$ cat src/nvm_seq_map.vh
// Purpose: constants for the program flash row sequencer
// Assumes: 16-bit special function register port, word addresses as printed
// Notes: none
// How it works
// erase clears one whole 32-word row chosen by captured address.
// write latches hold 96 bytes, 32 words of 24 bits, before programming.
// four low-word and four high-byte table writes fill a group; pointer picks latch.
// high-byte table write keeps only source low byte into latch bits 23:16.
// start refused unless key got 0x55 then 0xAA right before start bit.
// software waits out full programming time before treating it finished.
// software places two no-operations after the start instruction.
// software defers interrupts below priority 7 for 5 instructions around unlock.
// start bit 15 begins operation, stalls cpu, hardware clears it at end.
// address registers capture table instruction address bits 15:0 and 23:16.
// key register is write-only and reads back as zero.
// any wrong key write returns the unlock tracker to locked.
`ifndef NVM_SEQ_MAP_VH
`define NVM_SEQ_MAP_VH
`define NVM_CONTROL_ADDR       16'h0260
`define NVM_ADDRESS_LOW_ADDR   16'h0762
`define NVM_ADDRESS_UPPER_ADDR 16'h0764
`define NVM_UNLOCK_KEY_ADDR    16'h0766
`define NVM_CONTROL_RESET      16'h0000
`define CTL_START_BIT          15
`define CTL_PERMIT_BIT         14
`define CTL_ERR_BIT            13
`define CTL_TIMED_WRITE_SELECT_BIT           8
`define CTL_OP_MSB             6
`define KEY_FIRST              8'h55
`define KEY_SECOND             8'hAA
`define PROG_TIME_US           2000
`define CLK_MHZ                100
`define PROG_CYCLES            (`PROG_TIME_US * `CLK_MHZ)
`define ROW_WORDS              32
`endif

$ cat src/nvm_write_latches.v
// Purpose: bank of 24-bit program flash write latches
// Assumes: one table write per cycle at most
// Notes: low word and high byte are written separately
`timescale 1ns/1ps
`default_nettype none
module nvm_write_latches #(
    parameter WORDS = 32,
    parameter AW    = 5
) (
    input  wire          clk,
    input  wire          wr_low,
    input  wire          wr_high,
    input  wire [AW-1:0] idx,
    input  wire [15:0]   wdata,
    input  wire [AW-1:0] rd_idx,
    output wire [23:0]   rd_word
);
    reg [23:0] lat_q [0:WORDS-1];
    always @(posedge clk) begin
        if (wr_low)
            lat_q[idx][15:0] <= wdata;
        if (wr_high)
            lat_q[idx][23:16] <= wdata[7:0]; // upper byte dropped
    end
    assign rd_word = lat_q[rd_idx];
endmodule // nvm_write_latches
`default_nettype wire

$ cat src/program_flash_row_sequencer.v
// Purpose: self-programming sequencer: unlock, start, stall, row erase/program
// Assumes: cpu register port synchronous to clk, one access per cycle
// Notes: array is outside; this block drives its row address and strobes
`timescale 1ns/1ps
`default_nettype none
`include "nvm_seq_map.vh"
module program_flash_row_sequencer #(
    parameter PROG_CYCLES = `PROG_CYCLES,
    parameter ROW_WORDS   = `ROW_WORDS
) (
    input  wire        clk,
    input  wire        sys_rst,
    input  wire        reg_wr,
    input  wire        reg_rd,
    input  wire [15:0] reg_addr,
    input  wire [15:0] reg_wdata,
    output reg  [15:0] reg_rdata,
    input  wire        table_write_low_word,
    input  wire        table_write_high_byte,
    input  wire [7:0]  table_page_register,
    input  wire [15:0] tbl_ea,
    input  wire [15:0] tbl_wdata,
    output reg         cpu_stall,
    output reg         array_erase,
    output reg         array_program,
    output reg  [23:0] array_addr,
    output reg  [4:0]  array_word_idx,
    output reg  [23:0] array_wdata
);
    localparam S_IDLE = 3'b001;
    localparam S_ERASE = 3'b010;
    localparam S_PROG = 3'b100;
    localparam K_LOCK = 3'b001;
    localparam K_HALF = 3'b010;
    localparam K_OPEN = 3'b100;

    reg  [2:0]  state_q;
    reg  [2:0]  key_q;
    reg  [31:0] cnt_q;
    reg         start_q;
    reg         permit_q;
    reg         err_q;
    reg         timed_write_select_q;
    reg  [6:0]  op_q;
    reg  [15:0] adr_lo_q;
    reg  [7:0]  adr_hi_q;
    reg  [4:0]  widx_q;
    wire [23:0] lat_word;
    wire        sel_ctl = reg_addr == `NVM_CONTROL_ADDR;
    wire        sel_lo  = reg_addr == `NVM_ADDRESS_LOW_ADDR;
    wire        sel_hi  = reg_addr == `NVM_ADDRESS_UPPER_ADDR;
    wire        sel_key = reg_addr == `NVM_UNLOCK_KEY_ADDR;
    wire        tbl_any = table_write_low_word | table_write_high_byte;
    wire        idle    = (state_q == S_IDLE);
    wire        go_req  = reg_wr & sel_ctl & reg_wdata[`CTL_START_BIT];
    // permit must already be set; same-write permit does not count
    wire        go      = go_req & (key_q == K_OPEN) & permit_q
                          & idle;
    wire        erase_op = op_q[`CTL_OP_MSB];
    wire [31:0] last_cnt = PROG_CYCLES - 1;
    wire        done    = (cnt_q == last_cnt);
    // row base: low seven bits dropped so the whole row is addressed
    wire [23:0] row_base = {adr_hi_q, adr_lo_q[15:7], 7'h00};
    wire [15:0] ctl_view = {start_q, permit_q, err_q, 4'h0, timed_write_select_q,
                            1'b0, op_q};

    nvm_write_latches #(.WORDS(ROW_WORDS), .AW(5)) u_lat (
        .clk     (clk),
        .wr_low  (table_write_low_word),
        .wr_high (table_write_high_byte),
        .idx     (tbl_ea[6:2]),
        .wdata   (tbl_wdata),
        .rd_idx  (widx_q),
        .rd_word (lat_word)
    );

    // unlock tracker: any other write relocks it, so the two keys
    // must sit directly before the start write
    always @(posedge clk) begin
        if (sys_rst) begin
            key_q <= K_LOCK;
        end else if (reg_wr & sel_key) begin
            if (reg_wdata[7:0] == `KEY_FIRST) begin
                key_q <= K_HALF;
            end else if (key_q == K_HALF
                         && reg_wdata[7:0] == `KEY_SECOND) begin
                key_q <= K_OPEN;
            end else begin
                key_q <= K_LOCK;
            end
        end else if (reg_wr | tbl_any) begin
            key_q <= K_LOCK; // keys must sit right before start
        end
    end

    // control fields are frozen while an operation runs
    always @(posedge clk) begin
        if (sys_rst) begin
            permit_q <= 1'b0;
            err_q    <= 1'b0;
            timed_write_select_q   <= 1'b0;
            op_q     <= 7'h00;
        end else if (reg_wr & sel_ctl & idle) begin
            permit_q <= reg_wdata[`CTL_PERMIT_BIT];
            // error flag can only be cleared; this block never sets it
            err_q    <= reg_wdata[`CTL_ERR_BIT] & err_q;
            timed_write_select_q   <= reg_wdata[`CTL_TIMED_WRITE_SELECT_BIT];
            op_q     <= reg_wdata[6:0];
        end
    end

    // address capture; a table write wins over a register write
    always @(posedge clk) begin
        if (sys_rst) begin
            adr_lo_q <= 16'h0000;
            adr_hi_q <= 8'h00;
        end else if (idle) begin
            if (tbl_any) begin
                adr_lo_q <= tbl_ea;
                adr_hi_q <= table_page_register;
            end else if (reg_wr & sel_lo) begin
                adr_lo_q <= reg_wdata;
            end else if (reg_wr & sel_hi) begin
                adr_hi_q <= reg_wdata[7:0];
            end
        end
    end

    // operation sequencer; the cpu is held for the full time
    always @(posedge clk) begin
        if (sys_rst) begin
            state_q        <= S_IDLE;
            cnt_q          <= 32'h0000_0000;
            start_q        <= 1'b0;
            widx_q         <= 5'h00;
            cpu_stall      <= 1'b0;
            array_erase    <= 1'b0;
            array_program  <= 1'b0;
            array_addr     <= 24'h00_0000;
            array_word_idx <= 5'h00;
            array_wdata    <= 24'h00_0000;
        end else begin
            array_erase   <= 1'b0;
            array_program <= 1'b0;
            case (state_q)
                S_IDLE: begin
                    if (go) begin
                        start_q    <= 1'b1;
                        cpu_stall  <= 1'b1;
                        cnt_q      <= 32'h0000_0000;
                        widx_q     <= 5'h00;
                        array_addr <= row_base;
                        if (erase_op) begin
                            state_q <= S_ERASE;
                        end else begin
                            state_q <= S_PROG;
                        end
                    end
                end
                S_ERASE: begin
                    if (cnt_q == 32'h0000_0000) begin
                        array_erase <= 1'b1; // whole row at once
                    end
                    cnt_q <= cnt_q + 32'h0000_0001;
                    if (done) begin
                        start_q   <= 1'b0;
                        cpu_stall <= 1'b0;
                        state_q   <= S_IDLE;
                    end
                end
                S_PROG: begin
                    // one word per cycle; the array is assumed to keep up
                    if (cnt_q < ROW_WORDS) begin
                        array_program  <= 1'b1;
                        array_word_idx <= widx_q;
                        array_wdata    <= lat_word;
                        widx_q         <= widx_q + 5'h01;
                    end
                    cnt_q <= cnt_q + 32'h0000_0001;
                    if (done) begin
                        start_q   <= 1'b0;
                        cpu_stall <= 1'b0;
                        state_q   <= S_IDLE;
                    end
                end
                default: begin
                    state_q <= S_IDLE;
                end
            endcase
        end
    end

    // read port; the key register never echoes what was written
    always @(posedge clk) begin
        if (sys_rst) begin
            reg_rdata <= 16'h0000;
        end else if (reg_rd & sel_ctl) begin
            reg_rdata <= ctl_view;
        end else if (reg_rd & sel_lo) begin
            reg_rdata <= adr_lo_q;
        end else if (reg_rd & sel_hi) begin
            reg_rdata <= {8'h00, adr_hi_q};
        end else begin
            reg_rdata <= 16'h0000; // key reads give zero
        end
    end
endmodule // program_flash_row_sequencer
`default_nettype wire

$ cat config.mk
export PLATFORM = sky130hd
export DESIGN_NAME = program_flash_row_sequencer
export DESIGN_NICKNAME = d
export VERILOG_FILES = /design/src/nvm_write_latches.v /design/src/program_flash_row_sequencer.v
export VERILOG_INCLUDE_DIRS = /design/src
export SDC_FILE = /design/constraint.sdc
export NUM_CORES = 1
export LEC_CHECK = 0
export BUFFER_PORTS_ARGS = -buffer_cell sky130_fd_sc_hd__buf_2
export CORE_UTILIZATION = 30
export DETAILED_ROUTE_END_ITERATION = 12
export PLACE_DENSITY = 0.49
export SETUP_SLACK_MARGIN = 0.15
export SLEW_MARGIN = 25
export SYNTH_ARGS = -nofsm -noshare
export SYNTH_HDL_FRONTEND = slang
export SYNTH_SLANG_ARGS = --single-unit
$ cat constraint.sdc
create_clock -name clk -period 2.78 [get_ports clk]
set_input_delay 0.139 -clock clk [delete_from_list [all_inputs] [get_ports clk]]
set_output_delay 0.139 -clock clk [all_outputs]
set_load 0.01 [all_outputs]
==> results of run 1 <==
==> report_power, final <==
| group | switching [uW] | total (uW) | internal, uW | leakage, uW |
|---|---|---|---|---|
| Combinational | 478 | 683 | 205 | 0.00393 |
| Sequential | 49.3 | 15000 | 14900 | 0.00807 |
| Clock | 5440 | 12900 | 7450 | 0.00152 |
| Total | 5970 | 28600 | 22600 | 0.0135 |
==> routing by layer <==
layer  track usage  wire length (um)  up-vias
li1              -                 -     9217
met1        0.2226             44450    10770
met2        0.2721             48090      577
met3       0.02469              4890      140
met4       0.04190              2172        6
met5             0                35        -
==> synth_stat cells (all sizes together), types with 3 or more instances <==
| cell | instances | area, sq um |
|---|---|---|
| nand4b | 6 | 52.55 |
| o2bb2ai | 16 | 140.1 |
| and2 | 4 | 25.03 |
| nand2b | 5 | 31.28 |
| a22oi | 53 | 397.9 |
| a22o | 19 | 166.4 |
| a311oi | 15 | 143.9 |
| a2111oi | 19 | 166.4 |
| o21ai | 30 | 150.1 |
| inv | 10 | 37.54 |
| o211a | 3 | 30.03 |
| nor2b | 12 | 75.07 |
| nor3b | 3 | 27.52 |
| o31ai | 9 | 72.57 |
| nand3b | 8 | 60.06 |
| a211oi | 7 | 52.55 |
| a31oi | 5 | 37.53 |
| and3 | 11 | 68.82 |
| nor2 | 178 | 675.7 |
| nor3 | 26 | 145.1 |
| a21oi | 103 | 515.5 |
| nand2 | 113 | 424.2 |
| or3 | 16 | 100.1 |
| buf | 79 | 424.2 |
| or4 | 6 | 45.04 |
| edfxtp | 768 | 23060 |
| xor2 | 5 | 43.79 |
| dfxtp | 142 | 2843 |
| nand4 | 24 | 150.1 |
| o22ai | 12 | 75.07 |
| a221oi | 3 | 26.28 |
| ha | 3 | 37.54 |
| nor4 | 14 | 117.6 |
| and4 | 9 | 78.83 |
| nand3 | 27 | 147.6 |
| clkbuf | 60 | 225.2 |
| mux4 | 119 | 2680 |
| mux2i | 211 | 2112 |
==> tightest hold or removal path, delay by kind of cell <==
kind,cells,cell delay [ns]
buf+inv,1,0.19
compound gates,2,0.31
==> sequential cells by signal (all words and copies together), names as in the netlist, 3 cells and up <==
register	flops
adr_hi_q	8
adr_lo_q	16
array_addr	17
array_wdata	24
array_word_idx	5
cnt_q	32
key_q	3
op_q	7
reg_rdata	16
state_q	3
u_lat.lat_q	768
widx_q	5
==> layout make-up <==
class                      count  area, sq um  area share
timing repair buffer         344         2625     0.06095
antenna                        2        5.005   0.0001162
clock inverter                49        629.4     0.01461
sequential                   910        25920      0.6017
tap                         1536         1922     0.04462
inverter                      10        37.54   0.0008715
multi-input combinational   1118         9415      0.2186
clock buffer                 128         2520     0.05851
==> timing repair <==
| action | CTS | global route |
|---|---|---|
| setup buffers | 0 | 1 |
| hold endpoints to repair | 267 | 0 |
| hold buffers | 58 | 0 |
| gates resized for setup | 2 | 6 |
| endpoints found under the setup margin | 2 | 14 |
==> metrics by stage <==
stage / total power [uW] / util / setup WS (ns)
finish: 28560 / 0.3643 / 0.2751
global route: 29400 / 0.3642 / 0.1471
CTS: 28850 / 0.3640 / 0.1664
detailed placement: 15910 / 0.3324 / 0.1361
global placement: 15880 / 0.3324 / 0.08273
floorplan: 15480 / - / 0.6772
==> cells by family after synthesis <==
| kind of cell | count (synthesis) | synth area share |
|---|---|---|
| flops | 910 | 0.7224 |
| other cells | 1 | 0.0001046 |
| mux | 330 | 0.1336 |
| simple gates | 469 | 0.06430 |
| xor+xnor | 5 | 0.001221 |
| fa+ha+maj | 3 | 0.001047 |
| buf+inv | 149 | 0.01915 |
| compound gates | 304 | 0.05816 |
==> how the worst min path moves through the flow <==
stage | cells past startpoint | endpoint | start
final | 3 | adr_lo_q[6] | tbl_ea[6]
after global routing | 3 | adr_lo_q[6] | tbl_ea[6]
after CTS | 3 | adr_lo_q[6] | tbl_ea[6]
after detailed placement | 3 | timed_write_select_q | reg_wdata[8]
after global placement | 3 | timed_write_select_q | reg_wdata[8]
after floorplan | 0 | u_lat.lat_q[0][0] | tbl_wdata[0]
==> impl_metrics.py, run 1 <==
metrics = {
    "worst_setup_path": {
        "cell_chain_of_the_critical_path": "nor3b_4 > nand3_4 > nor4_4 > buf_4 > a22oi_1 > o2bb2ai_1 > dlygate4sd3_1",
        "worst_setup_path_startpoint": "state_q[0]",
        "reg2reg_depth": 7,
        "crit_path_capture_type": "flip-flop",
        "worst_path_max_delay_cell": "dlygate4sd3_1",
        "worst-path-stages": 7,
        "critical_path.top_delay_family": "simple AND/OR/NAND/NOR gates",
        "rrSetupSlack_ns": 0.28,
        "rr_startpoint": "state_q[0]",
        "critical_path.max_fanout": 16,
        "worst_setup_path_start_kind": "flip-flop",
        "worstSetupPathType": "reg -> reg",
        "last_element_of_the_critical_path": "adr_lo_q[15]",
        "worst-path-buf-inv": 2,
        "critical_path_s_largest_stage_delay_ns": 0.57,
        "rr_endpoint": "adr_lo_q[15]",
        "cp.required_ns": 3.39,
        "worstPathArrival_ns": 3.11,
    },
    "placement": {
        "port_buffers": 142,
        "placement.cell_area_sq_um": 39310,
        "globalplace.congestion": 0.8302,
        "hpwl_mm": 63.13,
        "place.detailed.instances": 3859,
    },
    "timing": {
        "finalHoldViolations": 0,
        "finalCritPeriodShare": 0.9011,
        "finalCriticalPeriod_ns": 2.505,
        "grt_setup_unrepaired": "no",
        "setup_viol_count_final": 0,
        "tightestPinTransition_ns": 1.003,
        "clock_skew_ns": 0.02741,
        "post_route_setup_tns_ns": 0,
        "final-max-slew-violation-count": 0,
        "slew-limit-headroom": 0.3313,
        "clock.fmax_ghz": 0.3992,
        "timing.hold.ws_ns": 0.03998,
    },
    "grt": {
        "grt.overflow.total": 0,
        "grt_antenna_before_repair": 8,
        "grt_pass1_wl_mm": 146.0,
        "grt_pass1_vias": 21370,
        "gr-usage-all-layers": 0.1635,
        "grt_start_max_net_pins": 67,
    },
    "floorplan": {
        "core_sq_um": 118200,
        "ios": 150,
        "chipWidth_um": 347.7,
        "dieHeight_um": 347.7,
        "die-area_sq_um": 120900,
        "rows": 126,
        "floorplan.initialDensity": 0.3033,
    },
    "layout": {
        "final_common_cell": "edfxtp_1",
        "area_delta_synth_final_pct": 20.10,
        "drive_gt1_frac": 0.2313,
        "fillerInstances": 11160,
        "post-route-cell-area_sq_um": 43070,
        "finish.cell_count_without_fillers": 4097,
        "total_number_of_nets_in_the_final_design": 2559,
        "layout.cells.most_common_list": "768 x edfxtp_1, 211 x mux2i_1, 155 x nor2_1",
    },
    "route": {
        "drt-wirelength-per-cell_um": 24.32,
        "drt-total-wl_mm": 99.64,
        "drtAntennaViolNets": 0,
        "num_vias": 20710,
        "detail_route.drc_violations": 0,
        "via_per_inst": 5.056,
        "total_iterations_of_the_first_detailed_routing_run": 5,
        "first_iter_violations": 1499,
    },
    "synthesis": {
        "synth.yosys.warnings": 0,
        "yosys.cell_types.count": 67,
        "mappedNetlistArea_sq_um": 35860,
        "edff_count_synth": 768,
        "synth_ff_type": "edfxtp_1",
        "ys_async_sr_fraction": 0,
        "synth.ff_latch_count": 910,
        "syn_avg_cell_area_sq_um": 16.52,
        "synthCells": 2171,
        "synth-seq-area-share": 0.7224,
    },
    "run_status": {
        "status": "finished, final reports clean",
    },
    "clock_network": {
        "ctsHtreeMaxLevel": 3,
        "clock-root-buffer": "clkbuf_16",
        "clock-sinks": 910,
        "cts_clk_pin_slew_worst_paths_ns": 0.06,
        "cts_made_buffers": 94,
        "tritoncts": "yes",
        "bufs_on_longest_clock_path": 3,
        "clock_latency_ns": 0.68,
    },
    "pwr": {
        "ir_worst_vdd_uv": 441.5,
        "power.leakage_uw": 0.01352,
        "pwr_dens_nw_per_um2": 663.1,
    },
    "job": {
        "drv_cap": 0,
    },
    "worst_hold_path": {
        "hold_path.class": "in -> reg",
    },
}
No activity file was read; power rests on OpenSTA's default activity.
==> run 2: changes to the inputs <==
- GPL_TIMING_DRIVEN: unset -> 0
==> impl_metrics.py, run 2 (same netlist as run 1, synthesis figures left out) <==
metrics = {
    "clock_network": {
        "ctsHtreeMaxLevel": 3,
        "clock-root-buffer": "clkbuf_16",
        "cts_clk_pin_slew_worst_paths_ns": 0.06,
        "tritoncts": "yes",
        "clock_latency_ns": 0.68,
        "clock-sinks": 910,
        "bufs_on_longest_clock_path": 3,
        "cts_made_buffers": 96,
    },
    "layout": {
        "total_number_of_nets_in_the_final_design": 2550,
        "largest_register_ffs": 768,
        "biggestRegsByFlops": "u_lat.lat_q x768, cnt_q x32, array_wdata x24",
        "max_flop_register": "u_lat.lat_q",
        "drive_gt1_frac": 0.2326,
        "post-route-cell-area_sq_um": 42950,
        "final_common_cell": "edfxtp_1",
        "layout.cells.most_common_list": "768 x edfxtp_1, 196 x mux2i_1, 155 x buf_2",
        "area_delta_synth_final_pct": 19.77,
    },
    "worst_setup_path": {
        "worstSetupPathType": "reg -> reg",
        "cp.required_ns": 3.33,
        "worst_setup_path_start_kind": "flip-flop",
        "critical_path.max_fanout": 10,
        "crit_path_capture_type": "flip-flop",
        "worstPathArrival_ns": 3.18,
    },
    "grt": {
        "gr-usage-all-layers": 0.1764,
        "grt_pass1_wl_mm": 153.3,
        "grt_antenna_before_repair": 10,
        "grt_pass1_vias": 21320,
        "grt_start_max_net_pins": 65,
        "grt.overflow.total": 0,
    },
    "floorplan": {
        "ios": 150,
        "floorplan.initialDensity": 0.3033,
        "chipWidth_um": 347.7,
        "dieHeight_um": 347.7,
        "core_sq_um": 118200,
        "die-area_sq_um": 120900,
        "rows": 126,
    },
    "timing": {
        "grt_setup_unrepaired": "yes",
        "clock_skew_ns": 0.01898,
        "clock.fmax_ghz": 0.3806,
        "finalHoldViolations": 0,
        "setup_viol_count_final": 0,
        "worst_path_setup_slack_after_routing_ns": 0.1529,
        "post_route_setup_tns_ns": 0,
        "finalCriticalPeriod_ns": 2.627,
        "finalCritPeriodShare": 0.9450,
        "tightestPinTransition_ns": 1.081,
        "slew-limit-headroom": 0.2771,
        "final-max-slew-violation-count": 0,
    },
    "worst_hold_path": {
        "hold_path.class": "in -> reg",
    },
    "route": {
        "drt-wirelength-per-cell_um": 26.50,
        "detail_route.drc_violations": 0,
        "drt-total-wl_mm": 108.3,
        "num_vias": 21060,
        "drtAntennaViolNets": 0,
        "first_iter_violations": 2020,
        "via_per_inst": 5.154,
        "total_iterations_of_the_first_detailed_routing_run": 6,
    },
    "job": {
        "drv_cap": 0,
    },
    "pwr": {
        "power.leakage_uw": 0.01331,
        "ir_worst_vdd_uv": 506.8,
        "pwr_dens_nw_per_um2": 661.2,
    },
    "placement": {
        "place_worst_setup_slack_ns": -0.8929,
        "hpwl_mm": 73.76,
        "globalplace.congestion": 0.8946,
        "port_buffers": 135,
        "placement.cell_area_sq_um": 38850,
    },
    "run_status": {
        "status": "finished, final reports clean",
    },
}
-- run 2: cell types whose count changed in the layout (fill, tap and decap cells not counted), moves of 13 or more --
cell           delta
clkbuf_1         +35
buf_2            +14
mux2i_1          -15
buf_12           -20
nor2_4           +20
buf_4            -94
dlygate4sd3_1    -13
buf_6            +25
-- run 2: where the power goes --
group	switching (uW)	leakage (uW)	total (uW)	internal, uW
combinational	505	0.00372	689	183
clock	5440	0.00153	12700	7280
sequential	54.1	0.00807	15000	14900
total	6000	0.0133	28400	22400
-- run 2: per-stage QoR --
stage          utilization  instances  power [uW]  hold WS (ns)
6_report            0.3633       4086       28400       0.02285
5_1_grt             0.3632       4085       29200       0.01822
4_1_cts             0.3624       4083       28640     0.0003202
3_5_place_dp        0.3286       3860       15930        0.4282
3_3_place_gp        0.3255       3848       15880        0.4051
2_1_floorplan            -       2177       15480        0.2379
-- run 2: worst paths after layout --
check                     from  depth (start not counted)  slack [ns]                  to
max                  widx_q[2]                          8        0.15     array_wdata[16]
min               tbl_wdata[4]                          1        0.02  u_lat.lat_q[19][4]
max reg2reg          widx_q[2]                          8        0.15     array_wdata[16]
min reg2reg  array_word_idx[4]                          2        0.45   array_word_idx[4]
-- run 2: layout make-up --
type / instances / area [sq um]
multi-input cells: 1118 / 9811
fillers: 11170 / 75290
well taps: 1536 / 1922
clock inverters: 59 / 546.8
clock buffers: 119 / 2550
flip-flops and latches: 910 / 25910
repair buffers: 194 / 1323
diodes: 1 / 2.502
inverters: 10 / 37.54
plain buffers: 139 / 853.3
-- run 2: layer usage --
metal,share of wire,track usage
met1,0.43,0.2354
met2,0.47,0.2905
met3,0.070,0.04061
met4,0.022,0.04136
met5,0.00071,0
-- run 2: what timing repair did --
| item | CTS | global route |
|---|---|---|
| buffers inserted | 0 | 2 |
| hold endpoints to repair | 95 | 0 |
| gates resized for setup | 114 | 38 |
| hold buffers | 45 | 0 |
| pin swaps | 0 | 7 |
| endpoints found under the setup margin | 25 | 35 |
-- run 2: critical path: stages, from the launching register on --
cell and delay, ns:
dfxtp_1 0.31, buf_2 0.22, buf_2 0.26, buf_2 0.41, mux4_2 0.38, mux2i_2 0.39
nor2_1 0.11, a311oi_1 0.31, a21oi_1 0.11
